==> src/include/prc_pkg.sv <==
// Shared constants for the platform reset controller
package prc_pkg;
  // Reset pulse timing
  localparam int RESET_MIN_NS = 1000;
  localparam int CLK_PERIOD_NS = 8;
  localparam int RESET_MIN_CYCLES = (RESET_MIN_NS + CLK_PERIOD_NS - 1) / CLK_PERIOD_NS;
  localparam int CNT_W = 16;
  // Bus classes of an I/O slot
  localparam logic [1:0] BUS_PCI = 2'h0;
  localparam logic [1:0] BUS_ISA = 2'h1;
  localparam logic [1:0] BUS_PCMCIA = 2'h2;
  // Reset values of device control state
  localparam logic SLOT_CFG_RESET = 1'h0;
  localparam logic SLOT_PWR_RESET = 1'h0;

  // Sequencer states
  typedef enum logic [4:0] {
    ST_POWER_ON = 5'h01,
    ST_FULL_RST = 5'h02,
    ST_IO_RST = 5'h04,
    ST_RUN = 5'h08,
    ST_SUSPEND = 5'h10
  } prc_state_type;
endpackage

==> src/verilog/prc_reset_ctrl.sv <==
// Platform reset sequencer with per-slot I/O quiet gating
//
// Function
// - A device in reset is inactive and takes no system-level part.
// - In reset, no bus transaction, interrupt or DMA request leaves a device; here from the second reset cycle on, as the gate outputs are registered.
// - Suppression happens inside each device slot, not centrally.
// - Unshared devices may also be masked at system level.
// - At handover every device sits in its bus-specific reset condition.
// - Closed PCI devices: spaces and mastering off, no interrupt, held reset.
// - Open PCI devices: configured, no interrupt, no pending I/O.
// - ISA request lines tri-stated; open ones configured from stored settings.
// - Closed card-socket devices are unpowered at handover.
// - Hidden registers are initialised consistent with the reported configuration.
// - Software can hard reset all processors and I/O together.
// - Software can reset I/O alone, leaving processors and memory intact; here only while pmSupported is set.
// - The I/O-only reset reaches devices independent of their own controls.
// - Power-on starts every device and register in hardware reset.
// - Hibernation wake looks like a normal power-on boot.
// - In suspend only memory is kept; resume goes through reboot-like reset.
// - A power switch press raises a power-management interrupt; here only while pmSupported is set.
`timescale 1ns/1ps
module prc_reset_ctrl
#(
  parameter int NUM_SLOTS = 4,
  parameter int NUM_CPUS = 1,
  parameter logic [15:0] RESET_CYCLES = 16'(prc_pkg::RESET_MIN_CYCLES)
)
(
  // Clock and reset
  input wire logic sys_clk,
  input wire logic sys_rst,
  // Software control strobes
  input wire logic fullResetReq,
  input wire logic ioResetReq,
  input wire logic handoverReq,
  input wire logic suspendReq,
  input wire logic resumeReq,
  input wire logic hibernateWake,
  input wire logic pmSupported,
  input wire logic pmIrqClear,
  // Power switch pin
  input wire logic powerSwitch,
  // Slot configuration
  input wire logic [2*NUM_SLOTS-1:0] slotBusType,
  input wire logic [NUM_SLOTS-1:0] slotLeftOpen,
  input wire logic [NUM_SLOTS-1:0] slotShared,
  input wire logic [NUM_SLOTS-1:0] slotSysMask,
  // Device requests
  input wire logic [NUM_SLOTS-1:0] devBusReq,
  input wire logic [NUM_SLOTS-1:0] devIrqReq,
  input wire logic [NUM_SLOTS-1:0] devDmaReq,
  input wire logic [NUM_SLOTS-1:0] devIoPending,
  // Reset outputs
  output logic [NUM_CPUS-1:0] cpuReset,
  output logic [NUM_SLOTS-1:0] ioReset,
  output logic memRetain,
  output logic cpuPowerEn,
  output logic ioPowerEn,
  output logic hiddenInit,
  // Gated device outputs
  output logic [NUM_SLOTS-1:0] busReqOut,
  output logic [NUM_SLOTS-1:0] irqOut,
  output logic [NUM_SLOTS-1:0] irqOutEn_n,
  output logic [NUM_SLOTS-1:0] dmaOut,
  output logic [NUM_SLOTS-1:0] dmaOutEn_n,
  output logic [NUM_SLOTS-1:0] ioSpaceEn,
  output logic [NUM_SLOTS-1:0] memSpaceEn,
  output logic [NUM_SLOTS-1:0] masterEn,
  output logic [NUM_SLOTS-1:0] slotPower,
  output logic [NUM_SLOTS-1:0] slotConfigured,
  // Status
  output logic [NUM_SLOTS-1:0] slotIrqToCtrl,
  output logic handoverReady,
  output logic pmIrq,
  output logic resetBusy,
  output logic [4:0] seqState
);
  prc_pkg::prc_state_type state_q;
  prc_pkg::prc_state_type state_d;
  logic [15:0] count_q;
  logic countDone;
  logic swSync1_q;
  logic swSync2_q;
  logic swPrev_q;
  logic handover_q;
  logic cfgLoad_q;
  logic [NUM_SLOTS-1:0] slotHoldRst;
  logic [NUM_SLOTS-1:0] slotOk;
  logic [NUM_SLOTS-1:0] slotIrqRaw;

  assign countDone = (count_q >= RESET_CYCLES - 16'h1);

  // Next state; full reset checked first so it wins a tie
  always_comb
  begin
    state_d = state_q;
    unique case (state_q)
      prc_pkg::ST_POWER_ON:
      begin
        if (countDone)
          state_d = prc_pkg::ST_RUN;
      end
      prc_pkg::ST_FULL_RST:
      begin
        if (countDone)
          state_d = prc_pkg::ST_RUN;
      end
      prc_pkg::ST_IO_RST:
      begin
        if (fullResetReq)
          state_d = prc_pkg::ST_FULL_RST;
        else if (countDone)
          state_d = prc_pkg::ST_RUN;
      end
      prc_pkg::ST_RUN:
      begin
        if (fullResetReq || hibernateWake)
          state_d = prc_pkg::ST_FULL_RST;
        else if (ioResetReq && pmSupported)
          state_d = prc_pkg::ST_IO_RST;
        else if (suspendReq && pmSupported)
          state_d = prc_pkg::ST_SUSPEND;
      end
      prc_pkg::ST_SUSPEND:
      begin
        // Resume rebuilds processor and I/O state through a reset pass
        if (resumeReq || fullResetReq)
          state_d = prc_pkg::ST_FULL_RST;
      end
      default:
        state_d = prc_pkg::ST_POWER_ON;
    endcase
  end

  always_ff @(posedge sys_clk)
  begin
    if (sys_rst)
      state_q <= prc_pkg::ST_POWER_ON;
    else
      state_q <= state_d;
  end

  // Hold counter restarts on every entry into a reset state
  always_ff @(posedge sys_clk)
  begin
    if (sys_rst || state_d != state_q)
      count_q <= 16'h0;
    else if (!countDone)
      count_q <= count_q + 16'h1;
  end

  // Reset outputs are registered so release lands on a clock edge
  always_ff @(posedge sys_clk)
  begin
    if (sys_rst)
    begin
      cpuReset <= '1;
      ioReset <= '1;
    end
    else
    begin
      cpuReset <= {NUM_CPUS{state_d == prc_pkg::ST_POWER_ON || state_d == prc_pkg::ST_FULL_RST
        || state_d == prc_pkg::ST_SUSPEND}};
      // I/O reset only touches slots; processors keep running
      ioReset <= {NUM_SLOTS{state_d != prc_pkg::ST_RUN}};
    end
  end

  // Power rails: suspend keeps only memory alive
  always_ff @(posedge sys_clk)
  begin
    if (sys_rst)
    begin
      cpuPowerEn <= 1'h1;
      ioPowerEn <= 1'h1;
      memRetain <= 1'h0;
    end
    else
    begin
      cpuPowerEn <= state_d != prc_pkg::ST_SUSPEND;
      ioPowerEn <= state_d != prc_pkg::ST_SUSPEND;
      memRetain <= state_d == prc_pkg::ST_SUSPEND || state_d == prc_pkg::ST_IO_RST;
    end
  end

  // Power switch sampled through two flops before edge detection
  always_ff @(posedge sys_clk)
  begin
    if (sys_rst)
    begin
      swSync1_q <= 1'h0;
      swSync2_q <= 1'h0;
      swPrev_q <= 1'h0;
    end
    else
    begin
      swSync1_q <= powerSwitch;
      swSync2_q <= swSync1_q;
      swPrev_q <= swSync2_q;
    end
  end

  // Sticky switch event; a new press wins over a clear in the same cycle
  always_ff @(posedge sys_clk)
  begin
    if (sys_rst)
      pmIrq <= 1'h0;
    else if (pmSupported && swSync2_q && !swPrev_q)
      pmIrq <= 1'h1;
    else if (pmIrqClear)
      pmIrq <= 1'h0;
  end

  // Hidden register init pulses once each reset ends, before handover is possible
  always_ff @(posedge sys_clk)
  begin
    if (sys_rst)
      cfgLoad_q <= 1'h0;
    else
      cfgLoad_q <= state_q != prc_pkg::ST_RUN && state_d == prc_pkg::ST_RUN;
  end

  always_ff @(posedge sys_clk)
  begin
    if (sys_rst || state_q != prc_pkg::ST_RUN)
      hiddenInit <= 1'h0;
    else if (cfgLoad_q)
      hiddenInit <= 1'h1;
  end

  // Handover window opens on request, closes on any reset
  always_ff @(posedge sys_clk)
  begin
    if (sys_rst || state_q != prc_pkg::ST_RUN)
      handover_q <= 1'h0;
    else if (handoverReq)
      handover_q <= 1'h1;
  end

  // Closed devices stay held in reset through handover, open ones run
  assign slotHoldRst = ioReset | ({NUM_SLOTS{handover_q}} & ~slotLeftOpen);

  genvar gi;
  generate
    for (gi = 0; gi < NUM_SLOTS; gi++)
    begin : gSlot
      prc_slot_gate uGate
      (
        .sys_clk(sys_clk),
        .sys_rst(sys_rst),
        .slotReset(slotHoldRst[gi]),
        .busType(slotBusType[2*gi +: 2]),
        .leftOpen(slotLeftOpen[gi]),
        .handover(handover_q),
        .cfgLoad(cfgLoad_q),
        .devBusReq(devBusReq[gi]),
        .devIrqReq(devIrqReq[gi]),
        .devDmaReq(devDmaReq[gi]),
        .devIoPending(devIoPending[gi]),
        .busReqOut(busReqOut[gi]),
        .irqOut(slotIrqRaw[gi]),
        .irqOutEn_n(irqOutEn_n[gi]),
        .dmaOut(dmaOut[gi]),
        .dmaOutEn_n(dmaOutEn_n[gi]),
        .ioSpaceEn(ioSpaceEn[gi]),
        .memSpaceEn(memSpaceEn[gi]),
        .masterEn(masterEn[gi]),
        .slotPower(slotPower[gi]),
        .configured(slotConfigured[gi]),
        .handoverOk(slotOk[gi])
      );
    end
  endgenerate

  assign irqOut = slotIrqRaw;
  // System-level mask honoured only for slots sharing nothing
  assign slotIrqToCtrl = slotIrqRaw & ~(slotSysMask & ~slotShared);
  assign handoverReady = handover_q && hiddenInit && (&slotOk);
  assign resetBusy = state_q != prc_pkg::ST_RUN;
  assign seqState = state_q;
endmodule

==> src/verilog/prc_slot_gate.sv <==
// Per-slot gate that holds one I/O device inactive while it is in reset
`timescale 1ns/1ps
module prc_slot_gate
(
  // Clock and reset
  input wire logic sys_clk,
  input wire logic sys_rst,
  // Control
  input wire logic slotReset,
  input wire logic [1:0] busType,
  input wire logic leftOpen,
  input wire logic handover,
  input wire logic cfgLoad,
  // Device side requests
  input wire logic devBusReq,
  input wire logic devIrqReq,
  input wire logic devDmaReq,
  input wire logic devIoPending,
  // Gated outputs
  output logic busReqOut,
  output logic irqOut,
  output logic irqOutEn_n,
  output logic dmaOut,
  output logic dmaOutEn_n,
  output logic ioSpaceEn,
  output logic memSpaceEn,
  output logic masterEn,
  output logic slotPower,
  output logic configured,
  output logic handoverOk
);
  logic cfgQ;
  logic pwrQ;
  logic quiet;

  assign quiet = slotReset;

  // Configured state restored from stored settings only for open devices
  always_ff @(posedge sys_clk)
  begin
    if (sys_rst || (slotReset && !leftOpen))
      cfgQ <= prc_pkg::SLOT_CFG_RESET;
    else if (cfgLoad && leftOpen)
      cfgQ <= 1'h1;
  end

  // Socket power: closed card sockets stay unpowered
  always_ff @(posedge sys_clk)
  begin
    if (sys_rst)
      pwrQ <= prc_pkg::SLOT_PWR_RESET;
    else if (busType == prc_pkg::BUS_PCMCIA)
      pwrQ <= leftOpen && !slotReset;
    else
      pwrQ <= 1'h1;
  end

  always_ff @(posedge sys_clk)
  begin
    if (sys_rst)
    begin
      busReqOut <= 1'h0;
      irqOut <= 1'h0;
      dmaOut <= 1'h0;
      irqOutEn_n <= 1'h1;
      dmaOutEn_n <= 1'h1;
      ioSpaceEn <= 1'h0;
      memSpaceEn <= 1'h0;
      masterEn <= 1'h0;
      handoverOk <= 1'h0;
    end
    else
    begin
      // Suppression sits inside the slot, not at the interrupt controller
      busReqOut <= devBusReq && !quiet;
      irqOut <= devIrqReq && !quiet;
      dmaOut <= devDmaReq && !quiet;
      // ISA request lines float whenever the slot is held quiet
      irqOutEn_n <= quiet || !(devIrqReq && busType == prc_pkg::BUS_ISA);
      dmaOutEn_n <= quiet || !(devDmaReq && busType == prc_pkg::BUS_ISA);
      ioSpaceEn <= cfgQ && !quiet && busType == prc_pkg::BUS_PCI;
      memSpaceEn <= cfgQ && !quiet && busType == prc_pkg::BUS_PCI;
      masterEn <= cfgQ && !quiet && busType == prc_pkg::BUS_PCI;
      // Handover check: open devices configured and idle, others quiet
      handoverOk <= handover && (leftOpen ? (cfgQ && !devIrqReq && !devIoPending)
        : (quiet && (busType != prc_pkg::BUS_PCMCIA || !pwrQ)));
    end
  end

  assign slotPower = pwrQ;
  assign configured = cfgQ;
endmodule
==> config.mk <==
export PLATFORM = sky130hd
export DESIGN_NAME = prc_reset_ctrl
export DESIGN_NICKNAME = d
export VERILOG_FILES = /design/src/include/prc_pkg.sv /design/src/verilog/prc_reset_ctrl.sv /design/src/verilog/prc_slot_gate.sv
export SDC_FILE = /design/constraint.sdc
export NUM_CORES = 1
export LEC_CHECK = 0
export BUFFER_PORTS_ARGS = -buffer_cell sky130_fd_sc_hd__clkbuf_2
export CAP_MARGIN = 30
export CORE_MARGIN = 4
export CORE_UTILIZATION = 44
export DETAILED_ROUTE_END_ITERATION = 10
export GPL_ROUTABILITY_DRIVEN = 0
export PLACE_DENSITY_LB_ADDON = 0.1
export REMOVE_ABC_BUFFERS = 1
export SETUP_SLACK_MARGIN = 0.2
export SYNTH_ARGS = -nofsm -noshare
export SYNTH_HDL_FRONTEND = slang
export SYNTH_SLANG_ARGS = --single-unit
==> constraint.sdc <==
create_clock -name sys_clk -period 1.7 [get_ports sys_clk]
set_input_delay 0.34 -clock sys_clk [delete_from_list [all_inputs] [get_ports sys_clk]]
set_output_delay 0.34 -clock sys_clk [all_outputs]
set_load 0.005 [all_outputs]
* After elaboration in Yosys (flattened, before gate mapping) *
Index checks and enable logic that the tools add are counted.

word-level totals
  register bits after elaboration = 68
  input port bits = 47
  output and inout port bits = 61
  word-level logic and storage cells = 223

operators by class
  $add $sub $neg = 1
  magnitude comparators = 1
  equality and inequality tests = 26
  muxes and demuxes = 17
  bitwise operators = 7
  reduce and logical (&&, ||, !) cells = 122

operator list
  cell                                                                      count
  1-bit logical AND                                                         63
  5-bit two-way mux                                                         6
  1-bit logical NOT                                                         29
  1-bit logical OR                                                          23
  5-bit one-hot mux with 4 select lines                                     1
  16-bit by 1-bit adder with 16-bit output (second input constant)          1
  16-bit by 7-bit >= comparator with 1-bit output (second input constant)   1
  4-bit AND                                                                 3
  4-bit inverter                                                            3
  5-bit by 1-bit == test with 1-bit output (second input constant)          2
  5-bit by 2-bit == test with 1-bit output (second input constant)          2
  5-bit by 3-bit == test with 1-bit output (second input constant)          2
  5-bit by 4-bit == test with 1-bit output (second input constant)          2
  5-bit == test (second input constant)                                     2
  1-bit two-way mux                                                         10
  5-bit by 4-bit inequality test with 1-bit output (second input constant)  2
  2-bit by 1-bit == test with 1-bit output (second input constant)          4
  2-bit == test (second input constant)                                     4
  2-bit logical NOT                                                         4
  2-bit inequality test (second input constant)                             4
  5-bit inequality test                                                     1
  5-bit inequality test (second input constant)                             1
  4-bit OR                                                                  1
  4-bit AND reduction                                                       1
  2 further kinds                                                           2

* Logic depth before layout (Yosys ltp) *
  word-level depth = 8
  mapped depth = 7
  mapped depth without buffers = 5

* Hierarchy *
From an unflattened synthesis, not the netlist that was laid out.

unflattened totals
  cells, all modules = 300
  area total of the unflattened synthesis = 2887.8 µm²

by module, submodules not included
  module          times used  cells an instance  area an instance (µm²)  seq. area each (µm²)
  prc_reset_ctrl  1           184                1646.6                  640.6
  prc_slot_gate   4           29                 310.3                   180.2

* Worst setup path after synthesis *
Ideal clock, no wire load.

  path type = flip-flop to flip-flop
  from = register count_q[10]
  to = register count_q[12]
  setup time = 0.060 ns
  data arrival time = 1.706 ns
  required time = 1.640 ns
  slack = -0.065 ns
  stages on the path, launching flop included = 8
  path buffers = 2
  period minus slack after synthesis = 1.765 ns
  cell sequence = dfxtp_1 > nor4_1 > and3_1 > buf_6 > nand3_4 > a2111oi_4 > buf_6 > and3_1

on the way
  longest elaborated chain between the ends = 6
  elaborated cells on any way between the ends = 7
  classes of those cells = add/sub: 1; order compare: 1; eq/ne: 1; mux: 3; reduce/logical: 1

ends and longest elaborated chain
  item                                             RTL line                                                             RTL
  from (decl)                                      prc_reset_ctrl.sv:80                                                 logic [15:0] count_q;
  from (signal assigned)                           prc_reset_ctrl.sv:149                                                count_q <= count_q + 16'h1;
  16-bit by 7-bit >= comparator with 1-bit output  prc_reset_ctrl.sv:91                                                 assign countDone = (count_q >= RESET_CYCLES - 16'h1);
  5-bit two-way mux                                prc_reset_ctrl.sv:100, prc_reset_ctrl.sv:105, prc_reset_ctrl.sv:112
  5-bit two-way mux                                prc_reset_ctrl.sv:110                                                if (fullResetReq)
  5-bit one-hot mux with 4 select lines            prc_reset_ctrl.sv:97                                                 unique case (state_q)
  5-bit inequality test                            prc_reset_ctrl.sv:146                                                if (sys_rst || state_d != state_q)
  1-bit logical OR                                 prc_reset_ctrl.sv:146

Parallel ways exist; a longest one is shown, timed or not.
A chain may end at the register's enable or synchronous reset.

* Worst setup path after layout *
  from = register state_q[4] (netlist: seqState[4])
  to = register count_q[3]

on the way
  longest elaborated chain between the ends = 6
  elaborated cells on any way between the ends = 15
  classes of those cells = eq/ne: 6; mux: 7; reduce/logical: 2

ends and longest elaborated chain
  item                                   RTL line               RTL
  from (decl)                            prc_reset_ctrl.sv:78   prc_pkg::prc_state_type state_q;
  from (signal assigned)                 prc_reset_ctrl.sv:138  state_q <= prc_pkg::ST_POWER_ON;
  from (signal assigned)                 prc_reset_ctrl.sv:140  state_q <= state_d;
  5-bit two-way mux                      prc_reset_ctrl.sv:121  else if (suspendReq && pmSupported)
  5-bit two-way mux                      prc_reset_ctrl.sv:119  else if (ioResetReq && pmSupported)
  5-bit two-way mux                      prc_reset_ctrl.sv:117  if (fullResetReq || hibernateWake)
  5-bit one-hot mux with 4 select lines  prc_reset_ctrl.sv:97
  5-bit inequality test (*)              prc_reset_ctrl.sv:146
  1-bit logical OR (*)                   prc_reset_ctrl.sv:146

Every way passes the cells marked *; elsewhere a longest branch is shown, timed or not.

==> metrics.txt <==
status finished, violations left; failing checks setup timing; crit path cell chain buf_4, nor4_1, o41ai_1, a2111oi_4, buf_4, and3_1; Final ANT Viol Nets 0; worst hold path startpoint devDmaReq[1]; WHS 0.172 ns; Sw Share 21.8%; Root Buffer clkbuf_8; RSZ-0062 raised after global routing yes; Leakage Power 1.91 nW; Crit path top cell by count buf_4; Synth Cell Area 3000 sq um; DRT Pass-1 Iters 4; VDD IR max 0.461 mV; Post-synth EDFFs 0; Max FO, Critical Path 8; leading area contributor after synthesis dfxtp_1; FF-to-FF End count_q[3]; syn_area_per_cell 9.14 sq um; Buffers on Ports approximately 110; register share of total power 46.9%; P_sw 755 uW; setup slack, reg-to-reg -0.13 ns; Layout Skew ~0.0080 ns; Die Wd a little over 90 um; Synth top cells by count dfxtp_1 (68), buf_4 (44), nor2_1 (21); startpoint types register; initial antenna violation count 0; slew margin rel. around 63%; most common cell in the netlist dfxtp_1; power share of the clock group 45.4%; Hold Crit Depth 2; Multi-input gate area 1340 sq um; Via density 5.02; Int Pwr 2.71 mW; Synth Register Bits 68; Worst-Skew Late Latency between 0.3 and 0.4 ns; period utilization 108%; Min-Delay Endpoint gSlot[1].uGate.dmaOutEn_n; num ports 108; DRC viols 0; Post-Route WL 6.93 mm; minimum clock period 1.83 ns; number of global-route vias before repair 2383; row cnt 29; fmax approximately 550 MHz; routed vias 2566; Async S/R FF share, synth 0%; post-synthesis sequential area ratio 45.4%; fin. max-slew vios 0; # nets final 479; Crit path largest cell delay ~0.38 ns; top cells by area, synth dfxtp_1 (45%), buf_4 (11%), and3_1 (4.0%); worst r2r src seqState[4]; Fillers 575; pin count of the biggest net entering global routing 17; top_reg_cell synth dfxtp_1; Tightest Pin Transition 0.549 ns; combinational power share roughly 7.7%; number of diodes 0; Starting DRT DRC Count 67; TritonCTS Buffers 9; Setup-failing EPs final 17; Req. time, crit path 1.97 ns; Max Cap Violations 0; CP Buf/Inv Count 2; setup ws final -0.129 ns; Total GRT Usage between 10% and 20%; HPWL after DPL 4.83 mm; initial core utilization 46.1%; remaining global-route overflow 0; share of Yosys cell area claimed by the top area cell type 45.4%; Crit path arrival time about 2.1 ns; Die H 90.5 um; layout cells sized above 1 47.0%; reg2reg path depth 6; capturing element type of the critical path register; layout overhead on the synthesized area 33.3%; die area a little over 8000 sq um; Hold Vio Cnt, Final 0; # H-tree levels 3; total power 3.47 mW; first-pass GRT wire length 11.2 mm; Clock Pin Slew Worst Setup and Hold Paths 0.08 ns; Crit Path Class register to register; Yosys cell types 49; register area ~1400 sq um; Post-Syn Instances approximately 330; Crit-path slowest cell a2111oi_4; Core Util, Final 61.5%; Hold Crit Class primary input to register; YS warnings 0; average wire per standard cell approximately 14 um; Pwr Density 868 nW/um^2; CTS tree done; Core Area 6490 sq um; CP delay by family, top compound AO/OA/AOI/OAI gates; Clock Sink Count 68; clock buffer depth 2
## worst max path at each step
stage	start	end	depth (start not counted)
floorplan	count_q[10]	count_q[0]	5
global placement	seqState[4]	memRetain	5
detailed placement	count_q[10]	count_q[15]	6
CTS	seqState[4]	resetBusy	5
global route	seqState[4]	count_q[3]	6
finish	seqState[4]	count_q[3]	6
## placed cells by master (no fill, tap or decap), types with 12 or more instances in the layout
cell type / instances
inv_1: 13
nor2b_1: 12
and2_1: 12
buf_4: 27
a21oi_1: 14
nand3_1: 14
clkbuf_2: 106
and3_1: 17
buf_6: 12
nor2_1: 16
dfxtp_1: 61
## cell type report
class	instances	area share [%]
Clock inverter	6	2.85
Inverter	15	1.41
Multi-Input combinational cell	190	33.4
Tap cell	77	2.41
Sequential cell	68	34.5
Clock buffer	9	3.10
Timing Repair Buffer	146	22.2
## worst register-to-register path, cell delays in order, from the launching register on
cell       delay (ns)
dfxtp_4          0.37
buf_4            0.14
nor4_1           0.33
o41ai_1          0.17
a2111oi_4        0.38
buf_4            0.22
and3_1           0.16
## layer usage
layer,share of wire (%),global-route usage (%)
met1,44,21.3
met2,48,25.7
met4,1.4,7.65
met5,0,0
met3,6.5,4.33
## kinds of logic after synthesis
kind of cell    after synthesis  share of synthesized area, %
xor+xnor                      4                          1.17
simple gates                125                          23.9
buf+inv                      70                          14.9
mux                           3                          1.13
compound gates               56                          12.6
flops                        68                          45.4
fa+ha+maj                     2                         0.835
## stage by stage
step / instances / area [sq um] / setup slack, ns / setup TNS, ns
after global placement: 485 / 3460 / -0.0666 / -1.03
after global routing: 511 / 4000 / -0.228 / -3.22
after floorplan: 273 / 2610 / -0.117 / -1.86
final: 511 / 4000 / -0.129 / -1.58
after detailed placement: 485 / 3460 / -0.101 / -1.57
after CTS: 504 / 3780 / -0.0541 / -0.508
## sequential cells by signal (all words and copies together), names as in the netlist, 3 cells and up
name	count
gSlot.uGate.ioSpaceEn	3
gSlot.uGate.slotPower	4
gSlot.uGate.dmaOutEn_n	4
gSlot.uGate.busReqOut	4
gSlot.uGate.dmaOut	4
gSlot.uGate.handoverOk	4
count_q	16
gSlot.uGate.irqOutEn_n	4
seqState	5
gSlot.uGate.irqOut	4
gSlot.uGate.configured	4
## timing repair
item	in CTS	in global routing
hold buffers	0	0
cloned	0	1
resized for setup	16	44
buffers inserted	4	6
pin swaps	3	12
endpoints found under the setup margin	26	30
## power by group through the flow
stage / Combinational (mW) / Clock [mW] / Sequential (mW)
after global routing: 0.296 / 1.71 / 1.63
after CTS: 0.239 / 1.62 / 1.63
after global placement: 0.227 / 0 / 1.67
after floorplan: 0.0904 / 0 / 1.67
after detailed placement: 0.229 / 0 / 1.67
final: 0.266 / 1.57 / 1.63
(Power assumes the default switching activity.)
